==> src/pmx_consts.svh <==
// pmx_consts.svh: offsets, codes, reset values and timing of the manager
// assumes a 10 MHz core clock and byte-wide command values
`ifndef PMX_CONSTS_SVH
`define PMX_CONSTS_SVH
// ----------------------------------------------------------------------
// timing
// ----------------------------------------------------------------------
`define PMX_CLK_NS 100
`define PMX_INIT_MS 20
`define PMX_NVM_MS 50
`define PMX_SYNC_US 100
`define PMX_STRETCH_NS 400
// ----------------------------------------------------------------------
// wishbone map: region in adr[7:5], word index in adr[4:2]
// ----------------------------------------------------------------------
`define PMX_RG_MEAS 3'h0
`define PMX_RG_SNAP 3'h1
`define PMX_RG_NVSNAP 3'h2
`define PMX_IX_STAT 3'h6
// ----------------------------------------------------------------------
// bus command codes
// ----------------------------------------------------------------------
`define PMX_C_CLEAR 8'h03
`define PMX_C_STDEF 8'h11
`define PMX_C_RSDEF 8'h12
`define PMX_C_STUSR 8'h15
`define PMX_C_RSUSR 8'h16
`define PMX_C_STATB 8'h78
`define PMX_C_STATIN 8'h7C
`define PMX_C_STATCML 8'h7E
`define PMX_C_SNAP 8'hD7
// codes of the ten stored settings, slot 9 in the top byte
`define PMX_SLOT_CODES 80'hE2D8_DB56_5755_5A58_5921
// factory values of the ten slots, slot 9 in the top byte
`define PMX_DEF_NVM 80'h0091_00C0_C0C8_C068_6064
`define PMX_S_VOUT 0
`define PMX_S_UVF 1
`define PMX_S_UVW 2
`define PMX_S_UVR 3
`define PMX_S_OVF 4
`define PMX_S_OVW 5
`define PMX_S_OVR 6
`define PMX_S_ALM 7
`define PMX_S_CAP 8
`define PMX_S_WP 9
// ----------------------------------------------------------------------
// field positions
// ----------------------------------------------------------------------
`define PMX_RESP_AUTO 6
`define PMX_IN_OVF 7
`define PMX_IN_UVF 4
`define PMX_CML_BAD 7
`define PMX_CML_PEC 5
`define PMX_B_BUSY 7
`define PMX_B_OFF 6
`define PMX_B_VIN 3
`define PMX_B_CML 1
`define PMX_PEC_POLY 8'h07
`endif

==> src/pmx_pkg.sv <==
// pmx_pkg: types shared by the power manager
// assumes byte-wide measurement codes
package pmx_pkg;
    typedef struct packed {
        logic [7:0] vin;
        logic [7:0] vout;
        logic [7:0] iout;
        logic [7:0] temp;
        logic [7:0] freq;
        logic [7:0] duty;
    } pmx_meas_t;
    typedef struct packed {
        pmx_meas_t meas;
        logic [7:0] stat;
    } pmx_snap_t;
    typedef struct packed {
        logic start;
        logic stop;
        logic rise;
        logic fall;
    } pmx_bus_ev_t;
    typedef enum logic [2:0] {
        I_SELF = 3'b000,
        I_ADDR = 3'b001,
        I_VOUT_STRAP_PIN = 3'b010,
        I_DEF = 3'b011,
        I_USER = 3'b100,
        I_SYNC = 3'b101,
        I_WAIT = 3'b110,
        I_RUN = 3'b111
    } pmx_init_t;
endpackage

==> src/pmx_mgr.sv <==
// pmx_mgr: bus slave, fault alerting, capture, nvm and start-up
// assumes pins asynchronous to clk; measurements written over wishbone
`timescale 1ns/1ns
`include "pmx_consts.svh"
// Behaviour
// unmasked fault or warning pulls alert low; code alerts on ov, uv and cml faults only, no warnings
// alert held until clear or re-enable
// mask command keeps chosen faults off alert
// capture command records measurements and status
// selected faults store capture into nvm
// standard bus protocol, device stretches clock
// busy flag shown in status byte
// host leaves bus-free time between transfers
// packet error checking generated and checked
// host waits after writes and stores
// host waits after reads
// protected default area, user area preloaded
// store user copies working values to user
// write protect mask guards user entries
// ordered start-up: test, address, vout_strap_pin, nvm, sync
// later start-up loads overwrite earlier ones
// enable pin and bus honoured after init
// undervoltage turn-on above turn-off threshold
// latch off or auto restart on undervoltage
// default undervoltage response is auto restart
// uv limits and response are settable
// overvoltage monitored with same responses
module pmx_mgr import pmx_pkg::*; #(
    parameter int INIT_CYC = `PMX_INIT_MS * 1000000 / `PMX_CLK_NS,
    parameter int NVM_CYC = `PMX_NVM_MS * 1000000 / `PMX_CLK_NS
) (
    input wire logic clk,
    input wire logic reset_n,
    input wire logic wb_cyc_i,
    input wire logic wb_stb_i,
    input wire logic wb_we_i,
    input wire logic [7:0] wb_adr_i,
    input wire logic [31:0] wb_dat_i,
    input wire logic [3:0] wb_sel_i,
    output logic [31:0] wb_dat_o,
    output logic wb_ack_o,
    input wire logic scl_i,
    output logic scl_o,
    output logic scl_oe_n,
    input wire logic sda_i,
    output logic sda_o,
    output logic sda_oe_n,
    output logic alert_line_o,
    output logic alert_line_oe_n,
    input wire logic [6:0] addr_strap_pin,
    input wire logic [7:0] vout_strap_pin,
    input wire logic ext_sync_pin,
    input wire logic output_enable_pin,
    output logic vout_en,
    output logic [7:0] vout_set,
    output logic sync_locked,
    output logic init_done
);
    localparam int NS = 10;
    localparam int NP = 19;
    localparam int SYNC_CYC = `PMX_SYNC_US * 1000 / `PMX_CLK_NS;
    localparam int STR_CYC =
        (`PMX_STRETCH_NS + `PMX_CLK_NS - 1) / `PMX_CLK_NS;
    localparam logic [79:0] CODES = `PMX_SLOT_CODES;
    localparam logic [79:0] DEFV = `PMX_DEF_NVM;

    logic [NP-1:0] pin_s1_q, pin_s2_q;
    logic scl_d_q, sda_d_q, sync_d_q, en_d_q;
    logic scl_s, sda_s, sync_s, en_s;
    logic [6:0] addr_s;
    logic [7:0] vout_strap_pin_s;
    pmx_bus_ev_t ev;
    pmx_init_t ist_q;
    logic [23:0] icnt_q, nbusy_q;
    logic [9:0] scnt_q;
    logic [6:0] addr_q;
    logic init_done_q, sync_locked_q, run, busy;
    logic [7:0] work_q [NS];
    logic [7:0] user_q [NS];
    logic [7:0] rdor [NS+1];
    logic [NS-1:0] hit, prot;
    logic act_q, inx_q, tx_q, rd_q, ack_q, sda_oe_n_q, scl_oe_n_q;
    logic [3:0] bitc_q;
    logic [2:0] bidx_q, str_q;
    logic [7:0] sh_q, txsh_q, cmd_q, data_q, crc_q;
    logic [7:0] byte_in, rd_val, stat_b, in_set, cml_set, stat_in_q, cml_q;
    logic is_send, x_go, pec_bad, do_wr, do_clear, do_stusr, do_rsdef;
    logic do_rsusr, do_snap, bad_cmd, reen, clr, cap, alert_ev;
    logic [2:0] nb_plain;
    logic uv_low, uv_ok, ov_high, ov_ok, uv_off_q, ov_off_q, uv_ev, ov_ev;
    logic alert_oe_n_q, vout_en_q, zero_q;
    logic [7:0] vout_set_q;
    pmx_meas_t meas_q;
    pmx_snap_t live, snap_q, nvsnap_q;
    logic wb_ack_q, wb_hit, wb_wr;
    logic [31:0] wb_dat_q, wb_rd_d;
    logic [2:0] wb_idx, wb_rgn;
    logic [5:0] mbit;
    logic [7:0] stat_w;

    function automatic logic [7:0] crc8(input logic [7:0] c,
                                        input logic [7:0] b);
        logic [7:0] r;
        r = c ^ b;
        for (int k = 0; k < 8; k++) begin
            r = r[7] ? ((r << 1) ^ `PMX_PEC_POLY) : (r << 1);
        end
        return r;
    endfunction

    function automatic logic [7:0] pick(input logic [55:0] v,
                                        input logic [2:0] i);
        return (i > 3'd6) ? 8'h00 : v[8 * (6 - int'(i)) +: 8];
    endfunction

    // ------------------------------------------------------------------
    // pin synchronisers and edge detection
    // ------------------------------------------------------------------
    always_ff @(posedge clk or negedge reset_n) begin
        if (!reset_n) begin
            pin_s1_q <= '1;
            pin_s2_q <= '1;
            scl_d_q <= 1'b1;
            sda_d_q <= 1'b1;
            sync_d_q <= 1'b1;
            en_d_q <= 1'b1;
        end else begin
            pin_s1_q <= {vout_strap_pin, addr_strap_pin, output_enable_pin,
                         ext_sync_pin, sda_i, scl_i};
            pin_s2_q <= pin_s1_q;
            scl_d_q <= scl_s;
            sda_d_q <= sda_s;
            sync_d_q <= sync_s;
            en_d_q <= en_s;
        end
    end
    assign scl_s = pin_s2_q[0];
    assign sda_s = pin_s2_q[1];
    assign sync_s = pin_s2_q[2];
    assign en_s = pin_s2_q[3];
    assign addr_s = pin_s2_q[10:4];
    assign vout_strap_pin_s = pin_s2_q[18:11];
    assign ev = {scl_s & scl_d_q & sda_d_q & ~sda_s,
                 scl_s & scl_d_q & ~sda_d_q & sda_s,
                 scl_s & ~scl_d_q, ~scl_s & scl_d_q};
    assign reen = en_s & ~en_d_q;

    // ------------------------------------------------------------------
    // start-up sequence
    // ------------------------------------------------------------------
    assign run = (ist_q == I_RUN);
    assign busy = ~run | (nbusy_q != 24'd0);
    always_ff @(posedge clk or negedge reset_n) begin
        if (!reset_n) begin
            ist_q <= I_SELF;
            icnt_q <= '0;
            scnt_q <= '0;
            addr_q <= '0;
            sync_locked_q <= 1'b0;
            init_done_q <= 1'b0;
        end else begin
            if (icnt_q != 24'(INIT_CYC)) icnt_q <= icnt_q + 24'd1;
            if (ist_q == I_WAIT && icnt_q == 24'(INIT_CYC))
                init_done_q <= 1'b1;
            case (ist_q)
                // two cycles, so the strap synchronisers hold pin levels
                I_SELF: if (icnt_q != 24'd0) ist_q <= I_ADDR;
                I_ADDR: begin
                    addr_q <= addr_s;
                    ist_q <= I_VOUT_STRAP_PIN;
                end
                I_VOUT_STRAP_PIN: ist_q <= I_DEF;
                I_DEF: ist_q <= I_USER;
                I_USER: ist_q <= I_SYNC;
                I_SYNC: begin
                    scnt_q <= scnt_q + 10'd1;
                    if (sync_s != sync_d_q) sync_locked_q <= 1'b1;
                    if (sync_s != sync_d_q || scnt_q == 10'(SYNC_CYC))
                        ist_q <= I_WAIT;
                end
                I_WAIT: if (icnt_q == 24'(INIT_CYC)) ist_q <= I_RUN;
                I_RUN: ist_q <= I_RUN;
                default: ist_q <= I_SELF;
            endcase
        end
    end

    // ------------------------------------------------------------------
    // working and user settings, one slot per command
    // ------------------------------------------------------------------
    assign rdor[0] = 8'h00;
    for (genvar gi = 0; gi < NS; gi++) begin : g_slot
        assign hit[gi] = (cmd_q == CODES[8 * gi +: 8]);
        assign rdor[gi + 1] = rdor[gi] | (hit[gi] ? work_q[gi] : 8'h00);
        if (gi < 8) begin : g_wp
            assign prot[gi] = work_q[`PMX_S_WP][gi];
        end else begin : g_nowp
            assign prot[gi] = 1'b0;
        end
        always_ff @(posedge clk or negedge reset_n) begin
            if (!reset_n) begin
                work_q[gi] <= DEFV[8 * gi +: 8];
            end else if (gi == `PMX_S_VOUT && ist_q == I_VOUT_STRAP_PIN) begin
                work_q[gi] <= vout_strap_pin_s;
            end else if (ist_q == I_DEF || do_rsdef) begin
                work_q[gi] <= DEFV[8 * gi +: 8];
            end else if (ist_q == I_USER || do_rsusr) begin
                work_q[gi] <= user_q[gi];
            end else if (do_wr && hit[gi]) begin
                work_q[gi] <= data_q;
            end
        end
        always_ff @(posedge clk or negedge reset_n) begin
            if (!reset_n) user_q[gi] <= DEFV[8 * gi +: 8];
            else if (do_stusr && !prot[gi]) user_q[gi] <= work_q[gi];
        end
    end

    // ------------------------------------------------------------------
    // bus slave: bit engine, address match, pec
    // ------------------------------------------------------------------
    assign byte_in = {sh_q[6:0], sda_s};
    always_ff @(posedge clk or negedge reset_n) begin
        if (!reset_n) begin
            act_q <= 1'b0;
            inx_q <= 1'b0;
            tx_q <= 1'b0;
            rd_q <= 1'b0;
            ack_q <= 1'b0;
            bitc_q <= '0;
            bidx_q <= '0;
            sh_q <= '0;
            txsh_q <= '0;
            cmd_q <= '0;
            data_q <= '0;
            crc_q <= '0;
        end else if (ev.start) begin
            act_q <= run;
            inx_q <= 1'b1;
            tx_q <= 1'b0;
            rd_q <= 1'b0;
            ack_q <= 1'b0;
            bitc_q <= '0;
            bidx_q <= '0;
            if (!inx_q) crc_q <= '0;
        end else if (ev.stop) begin
            act_q <= 1'b0;
            inx_q <= 1'b0;
            tx_q <= 1'b0;
            ack_q <= 1'b0;
        end else if (ev.rise) begin
            if (bitc_q == 4'd8) begin
                bitc_q <= '0;
                ack_q <= 1'b0;
                if (bidx_q != 3'd7) bidx_q <= bidx_q + 3'd1;
                if (tx_q) begin
                    if (sda_s) tx_q <= 1'b0;
                    txsh_q <= crc_q;
                end else if (act_q && rd_q && bidx_q == 3'd0) begin
                    tx_q <= 1'b1;
                end
            end else begin
                bitc_q <= bitc_q + 4'd1;
                sh_q <= byte_in;
            end
            if (bitc_q == 4'd7 && tx_q) begin
                crc_q <= crc8(crc_q, txsh_q);
            end else if (bitc_q == 4'd7 && act_q) begin
                crc_q <= crc8(crc_q, byte_in);
                ack_q <= (bidx_q != 3'd0) || (byte_in[7:1] == addr_q);
                if (bidx_q == 3'd0) begin
                    rd_q <= byte_in[0];
                    txsh_q <= rd_val;
                    if (byte_in[7:1] != addr_q) act_q <= 1'b0;
                end
                if (bidx_q == 3'd1) cmd_q <= byte_in;
                if (bidx_q == 3'd2) data_q <= byte_in;
            end
        end
    end

    // sda is driven on scl falls and released at start and stop, so data is steady while scl high
    always_ff @(posedge clk or negedge reset_n) begin
        if (!reset_n) begin
            sda_oe_n_q <= 1'b1;
            str_q <= '0;
            scl_oe_n_q <= 1'b1;
            zero_q <= 1'b0;
        end else begin
            zero_q <= 1'b0;
            if (ev.start || ev.stop) sda_oe_n_q <= 1'b1;
            else if (ev.fall && bitc_q == 4'd8) sda_oe_n_q <= ~ack_q;
            else if (ev.fall && tx_q) sda_oe_n_q <= txsh_q[3'd7 - bitc_q[2:0]];
            else if (ev.fall) sda_oe_n_q <= 1'b1;
            if (ev.fall && act_q && bitc_q == 4'd8) begin
                str_q <= 3'(STR_CYC);
                scl_oe_n_q <= 1'b0;
            end else if (str_q != 3'd0) begin
                str_q <= str_q - 3'd1;
                scl_oe_n_q <= (str_q == 3'd1);
            end
        end
    end

    // ------------------------------------------------------------------
    // command execution at stop
    // ------------------------------------------------------------------
    assign is_send = cmd_q == `PMX_C_CLEAR || cmd_q == `PMX_C_STDEF ||
        cmd_q == `PMX_C_RSDEF || cmd_q == `PMX_C_STUSR ||
        cmd_q == `PMX_C_RSUSR || cmd_q == `PMX_C_SNAP;
    assign nb_plain = is_send ? 3'd2 : 3'd3;
    assign x_go = ev.stop && act_q && !rd_q && !busy &&
        (bidx_q == nb_plain || (bidx_q == nb_plain + 3'd1 && crc_q == 8'h00));
    assign pec_bad = ev.stop && act_q && !rd_q &&
        bidx_q == nb_plain + 3'd1 && crc_q != 8'h00;
    assign do_wr = x_go && !is_send && (|hit);
    assign do_clear = x_go && cmd_q == `PMX_C_CLEAR;
    assign do_stusr = x_go && cmd_q == `PMX_C_STUSR;
    assign do_rsdef = x_go && cmd_q == `PMX_C_RSDEF;
    assign do_rsusr = x_go && cmd_q == `PMX_C_RSUSR;
    assign do_snap = x_go && cmd_q == `PMX_C_SNAP;
    assign bad_cmd = x_go && (cmd_q == `PMX_C_STDEF || (!is_send && !(|hit)));
    assign rd_val = (cmd_q == `PMX_C_STATB) ? stat_b :
        (cmd_q == `PMX_C_STATIN) ? stat_in_q :
        (cmd_q == `PMX_C_STATCML) ? cml_q :
        (|hit) ? rdor[NS] : 8'hFF;

    // ------------------------------------------------------------------
    // input protection, status and alert
    // ------------------------------------------------------------------
    assign uv_low = meas_q.vin < work_q[`PMX_S_UVF];
    assign uv_ok = meas_q.vin > work_q[`PMX_S_UVW];
    assign ov_high = meas_q.vin > work_q[`PMX_S_OVF];
    assign ov_ok = meas_q.vin < work_q[`PMX_S_OVW];
    assign uv_ev = run && uv_low && !uv_off_q;
    assign ov_ev = run && ov_high && !ov_off_q;
    assign clr = do_clear || reen;
    assign in_set = (8'(ov_ev) << `PMX_IN_OVF) | (8'(uv_ev) << `PMX_IN_UVF);
    assign cml_set = (8'(bad_cmd) << `PMX_CML_BAD) |
        (8'(pec_bad) << `PMX_CML_PEC);
    assign alert_ev = |((in_set | (8'(|cml_set) << `PMX_B_CML)) &
        ~work_q[`PMX_S_ALM]);
    assign stat_b = (8'(busy) << `PMX_B_BUSY) | (8'(!vout_en_q) << `PMX_B_OFF)
        | (8'(|stat_in_q) << `PMX_B_VIN) | (8'(|cml_q) << `PMX_B_CML);
    assign cap = |(in_set & work_q[`PMX_S_CAP]);
    assign live = {meas_q, stat_b};
    always_ff @(posedge clk or negedge reset_n) begin
        if (!reset_n) begin
            uv_off_q <= 1'b0;
            ov_off_q <= 1'b0;
            stat_in_q <= '0;
            cml_q <= '0;
            alert_oe_n_q <= 1'b1;
            vout_en_q <= 1'b0;
            vout_set_q <= '0;
            nbusy_q <= '0;
            snap_q <= '0;
            nvsnap_q <= '0;
        end else begin
            if (uv_ev) uv_off_q <= 1'b1;
            else if (work_q[`PMX_S_UVR][`PMX_RESP_AUTO] ? uv_ok : clr)
                uv_off_q <= 1'b0;
            if (ov_ev) ov_off_q <= 1'b1;
            else if (work_q[`PMX_S_OVR][`PMX_RESP_AUTO] ? ov_ok : clr)
                ov_off_q <= 1'b0;
            stat_in_q <= in_set | (clr ? 8'h00 : stat_in_q);
            cml_q <= cml_set | (clr ? 8'h00 : cml_q);
            if (alert_ev) alert_oe_n_q <= 1'b0;
            else if (clr) alert_oe_n_q <= 1'b1;
            vout_en_q <= init_done_q && en_s && !uv_off_q && !ov_off_q;
            vout_set_q <= work_q[`PMX_S_VOUT];
            if (do_stusr || do_rsusr || do_rsdef || cap)
                nbusy_q <= 24'(NVM_CYC);
            else if (nbusy_q != 24'd0)
                nbusy_q <= nbusy_q - 24'd1;
            if (do_snap) snap_q <= live;
            if (cap) nvsnap_q <= live;
        end
    end

    // ------------------------------------------------------------------
    // wishbone slave
    // ------------------------------------------------------------------
    assign wb_idx = wb_adr_i[4:2];
    assign wb_rgn = wb_adr_i[7:5];
    assign wb_hit = wb_cyc_i && wb_stb_i && !wb_ack_q;
    assign wb_wr = wb_hit && wb_we_i && wb_sel_i[0] &&
        wb_rgn == `PMX_RG_MEAS && wb_idx < 3'd6;
    assign mbit = {3'd5 - wb_idx, 3'b000};
    assign stat_w = {init_done_q, sync_locked_q, vout_en_q, busy,
        !alert_oe_n_q, uv_off_q, ov_off_q, 1'b0};
    assign wb_rd_d =
        (wb_rgn == `PMX_RG_MEAS && wb_idx == `PMX_IX_STAT) ? {24'h0, stat_w} :
        (wb_rgn == `PMX_RG_MEAS) ? {24'h0, pick({meas_q, 8'h00}, wb_idx)} :
        (wb_rgn == `PMX_RG_SNAP) ? {24'h0, pick(snap_q, wb_idx)} :
        (wb_rgn == `PMX_RG_NVSNAP) ? {24'h0, pick(nvsnap_q, wb_idx)} :
        32'h0000_0000;
    always_ff @(posedge clk or negedge reset_n) begin
        if (!reset_n) begin
            wb_ack_q <= 1'b0;
            wb_dat_q <= '0;
            meas_q <= '0;
        end else begin
            wb_ack_q <= wb_hit;
            wb_dat_q <= wb_hit ? wb_rd_d : 32'h0000_0000;
            if (wb_wr) meas_q[mbit +: 8] <= wb_dat_i[7:0];
        end
    end

    assign wb_dat_o = wb_dat_q;
    assign wb_ack_o = wb_ack_q;
    assign scl_o = zero_q;
    assign scl_oe_n = scl_oe_n_q;
    assign sda_o = zero_q;
    assign sda_oe_n = sda_oe_n_q;
    assign alert_line_o = zero_q;
    assign alert_line_oe_n = alert_oe_n_q;
    assign vout_en = vout_en_q;
    assign vout_set = vout_set_q;
    assign sync_locked = sync_locked_q;
    assign init_done = init_done_q;
endmodule // pmx_mgr

==> config.mk <==
export PLATFORM = sky130hd
export DESIGN_NAME = pmx_mgr
export DESIGN_NICKNAME = d
export VERILOG_FILES = /design/src/pmx_pkg.sv /design/src/pmx_mgr.sv
export VERILOG_INCLUDE_DIRS = /design/src /design/src/src
export SDC_FILE = /design/constraint.sdc
export NUM_CORES = 1
export LEC_CHECK = 0
export ABC_CLOCK_PERIOD_IN_PS = 6710
export BUFFER_PORTS_ARGS = -buffer_cell sky130_fd_sc_hd__buf_2
export CORE_MARGIN = 5
export CORE_UTILIZATION = 50
export DETAILED_ROUTE_END_ITERATION = 10
export PLACE_DENSITY = 0.67
export SLEW_MARGIN = 20
export SYNTH_ARGS = -nofsm -noshare
export SYNTH_HDL_FRONTEND = slang
export SYNTH_SLANG_ARGS = --single-unit
==> constraint.sdc <==
create_clock -name clk -period 6.71 [get_ports clk]
set_clock_uncertainty 0.1 [all_clocks]
set_input_delay 0.3355 -clock clk [delete_from_list [all_inputs] [get_ports clk]]
set_output_delay 0.3355 -clock clk [all_outputs]
set_load 0.005 [all_outputs]
==> metrics.csv <==
metric,value,unit
htree_levels,2,
endpoint_kind,flip-flop,
async_flop_share,100,%
critPathArrivalTime,5.08,ns
synth.largest_area_cell,dfrtp_1,
clk_pin_slew,0.06,ns
place_ws,2.07,ns
yosysMostFrequentCell,dfrtp_1,
cts_max_path_buffers,3,
die_h,230,um
num_io_pins,118,
rsz0062_at_grt,false,
syn-cell-area,24100,um2
core,47700,um2
hold_viol_final,0,
min_period_over_period,69.8,%
post-route-util,56.6,%
total_power,0.00821,W
slowest_delay,0.68,ns
finalSetupViolCount,0,
firstDrtPassIters,6,
vdd_drop_max,0.198,mV
critPathLaunchType,flip-flop,
ant_nets,0,
drc,0,
yosys.area_share.xor_xnor,3.70,%
fin_ws,2.02,ns
clockRootBuffer,clkbuf_16,
cts_tree,yes,
grt_pass1_wl,99.9,mm
yosys_register_bits,505,
status,finished clean,
hold_path.class,input pin to flip-flop,
grt_use_total,23.5,%
synthMuxAreaShare,12.2,%
yosysWarningCount,0,
fin_tns_setup,0,ns
slowest_stage,or4_1,
yosys.cell_types.count,81,
final_layout_size_suffix_gt1_share,22.3,%
synth_flop_cell,dfrtp_1,
rows,80,
avgSynthCellArea,11.0,um2
io_buffers,61,
vias_per_cell,6.05,
grt_antenna_before_repair,1,
die_w,230,um
first_global_vias,17500,
crit_buf_inv,0,
initial_utilization,50.5,%
leakage,12.3,nW
grt_max_degree,192,
drtIter0Drc,1637,
power_density,304,nW/um2
synthSimpleGateAreaFrac,12.1,%
postCtsSetupBuffers,0,
synth-seq-area-share,52.8,%
cpLargestDelayFamily,simple AND/OR/NAND/NOR gates,
clkLatencyLatePin,0.62,ns
die_area,52700,um2
synth_compound_gate_area_share,13.0,%
vias,17700,
max_freq,213,MHz
cts_sinks,505,
crit_required,7.10,ns
globalplace.congestion,0.925,
dp_hpwl,42.0,mm
slew_headroom,24.2,%
wl_per_cell,21.6,um
whs,0.0555,ns
drv_cap,0,
crit_fanout,25,
synth_cells,2193,
overflow,0,
synthAdderAreaFrac,2.85,%
synth_top_area_share,43.6,%
worst_pin_slew,1.14,ns
synth_top_cells_by_area,"dfrtp_1, mux2_2, dfstp_2",
crit_type,flip-flop to flip-flop,
nNetsFinal,2382,
slew_viol_final,0,
syn2layout_area_growth,12.1,%
fin_crit,4.69,ns
synth_edf_count,0,
synth_top_family_by_area,compound AO/OA/AOI/OAI gates,
ys_top_cells_by_count,"dfrtp_1, nand2_1, mux2_2",
crit_chain,or4_1 -> nor3_1 -> nand4_1 -> a2111oi_4 -> nand4_4 -> nor2_2 -> mux2_2,
drt_wl_total,63.1,mm
cts_buffers,53,
[layout make-up]
type | instances | area (um2)
clock inverter | 17 | 214
multi-input combinational | 1530 | 10700
tap | 615 | 769
fill | 4012 | 20700
clock buffer | 82 | 1590
antenna | 1 | 2.50
timing repair buffer | 108 | 787
sequential | 505 | 12700
inverter | 61 | 229
[final timing paths]
kind | startpoint | slack [ns] | to | cells after the start
worst min register to register | pin_s1_q[3]$_DFF_PN1_ | 0.25 | pin_s2_q[3]$_DFF_PN1_ | 0
worst max-delay path | nbusy_q[12]$_DFFE_PN0P_ | 2.02 | user_q[72]$_DFFE_PN0P_ | 7
worst min-delay path | wb_cyc_i | 0.06 | wb_ack_o$_DFF_PN0_ | 4
max in group asynchronous | reset_n | 4.93 | user_q[72]$_DFFE_PN0P_ | 4
min in group asynchronous | reset_n | 0.15 | str_q[1]$_DFFE_PN0P_ | 2
worst max register to register | nbusy_q[12]$_DFFE_PN0P_ | 2.02 | user_q[72]$_DFFE_PN0P_ | 7
[kinds of logic after synthesis]
logic type | count (synthesis)
and+or+nand+nor | 607
DFF | 505
AOI/OAI and AO/OA | 486
muxes | 253
buffers and inverters | 184
xor gates and xnor gates | 102
adders and majority gates | 55
other | 1
[registers in the layout (all words and copies together), names as in the netlist, 3 cells and up]
name / cells
live: 48
snap_q: 52
addr_q: 7
str_q: 3
prot: 8
icnt_q: 24
nbusy_q: 24
pin_s1_q: 19
cmd_q: 8
crc_q: 8
nvsnap_q: 52
work_q: 72
scnt_q: 10
pin_s2_q: 19
data_q: 8
vout_set: 8
txsh_q: 8
bitc_q: 4
user_q: 80
sh_q: 7
bidx_q: 3
wb_dat_o: 8
ist_q: 3
[report_power, final]
group          internal, W  total (W)  switching, W
combinational     0.000632    0.00142      0.000784
clock              0.00178    0.00302       0.00123
sequential         0.00340    0.00378      0.000379
[through the flow]
step                std cells  cell area [um2]
detailed placement       2790            24900
global route             2918            27000
CTS                      2917            27000
floorplan                2219            24200
finish                   2919            27000
global placement         2790            24900
[layout by cell type (no fill, tap or decap), types with 36 or more instances in the layout]
cell type	Yosys	layout
a21oi_1	126	126
inv_1	61	61
dfrtp_1	420	420
ha_1	55	54
clkbuf_16	0	54
buf_2	4	60
o21ai_0	115	115
a22oi_1	37	36
mux2_2	225	225
nand3_1	49	49
xnor2_1	78	78
dfstp_2	85	85
nor2_1	114	114
nand2_1	236	235
[worst register-to-register path, stage by stage (launching register included)]
cell       delay (ns)
dfrtp_1          0.40
or4_1            0.68
nor3_1           0.55
nand4_1          0.59
a2111oi_4        0.58
nand4_4          0.57
nor2_2           0.71
mux2_2           0.40
[repair_timing]
| item | 4_1_cts | 5_1_grt |
|---|---|---|
| hold endpoints to repair | 102 | 0 |
| resized for setup | 0 | 0 |
| endpoints found under the setup margin | 0 | 0 |
| hold buffers | 28 | 0 |
[per-layer routing]
layer | up-vias | track usage [%] | wire length, um
li1 | 7969 | - | -
met5 | - | 0 | 0
met1 | 8897 | 32.6 | 27000
met4 | 0 | 7.78 | 1970
met3 | 135 | 5.37 | 4880
met2 | 649 | 36.9 | 29300
No activity file was read; power rests on OpenSTA's default activity.
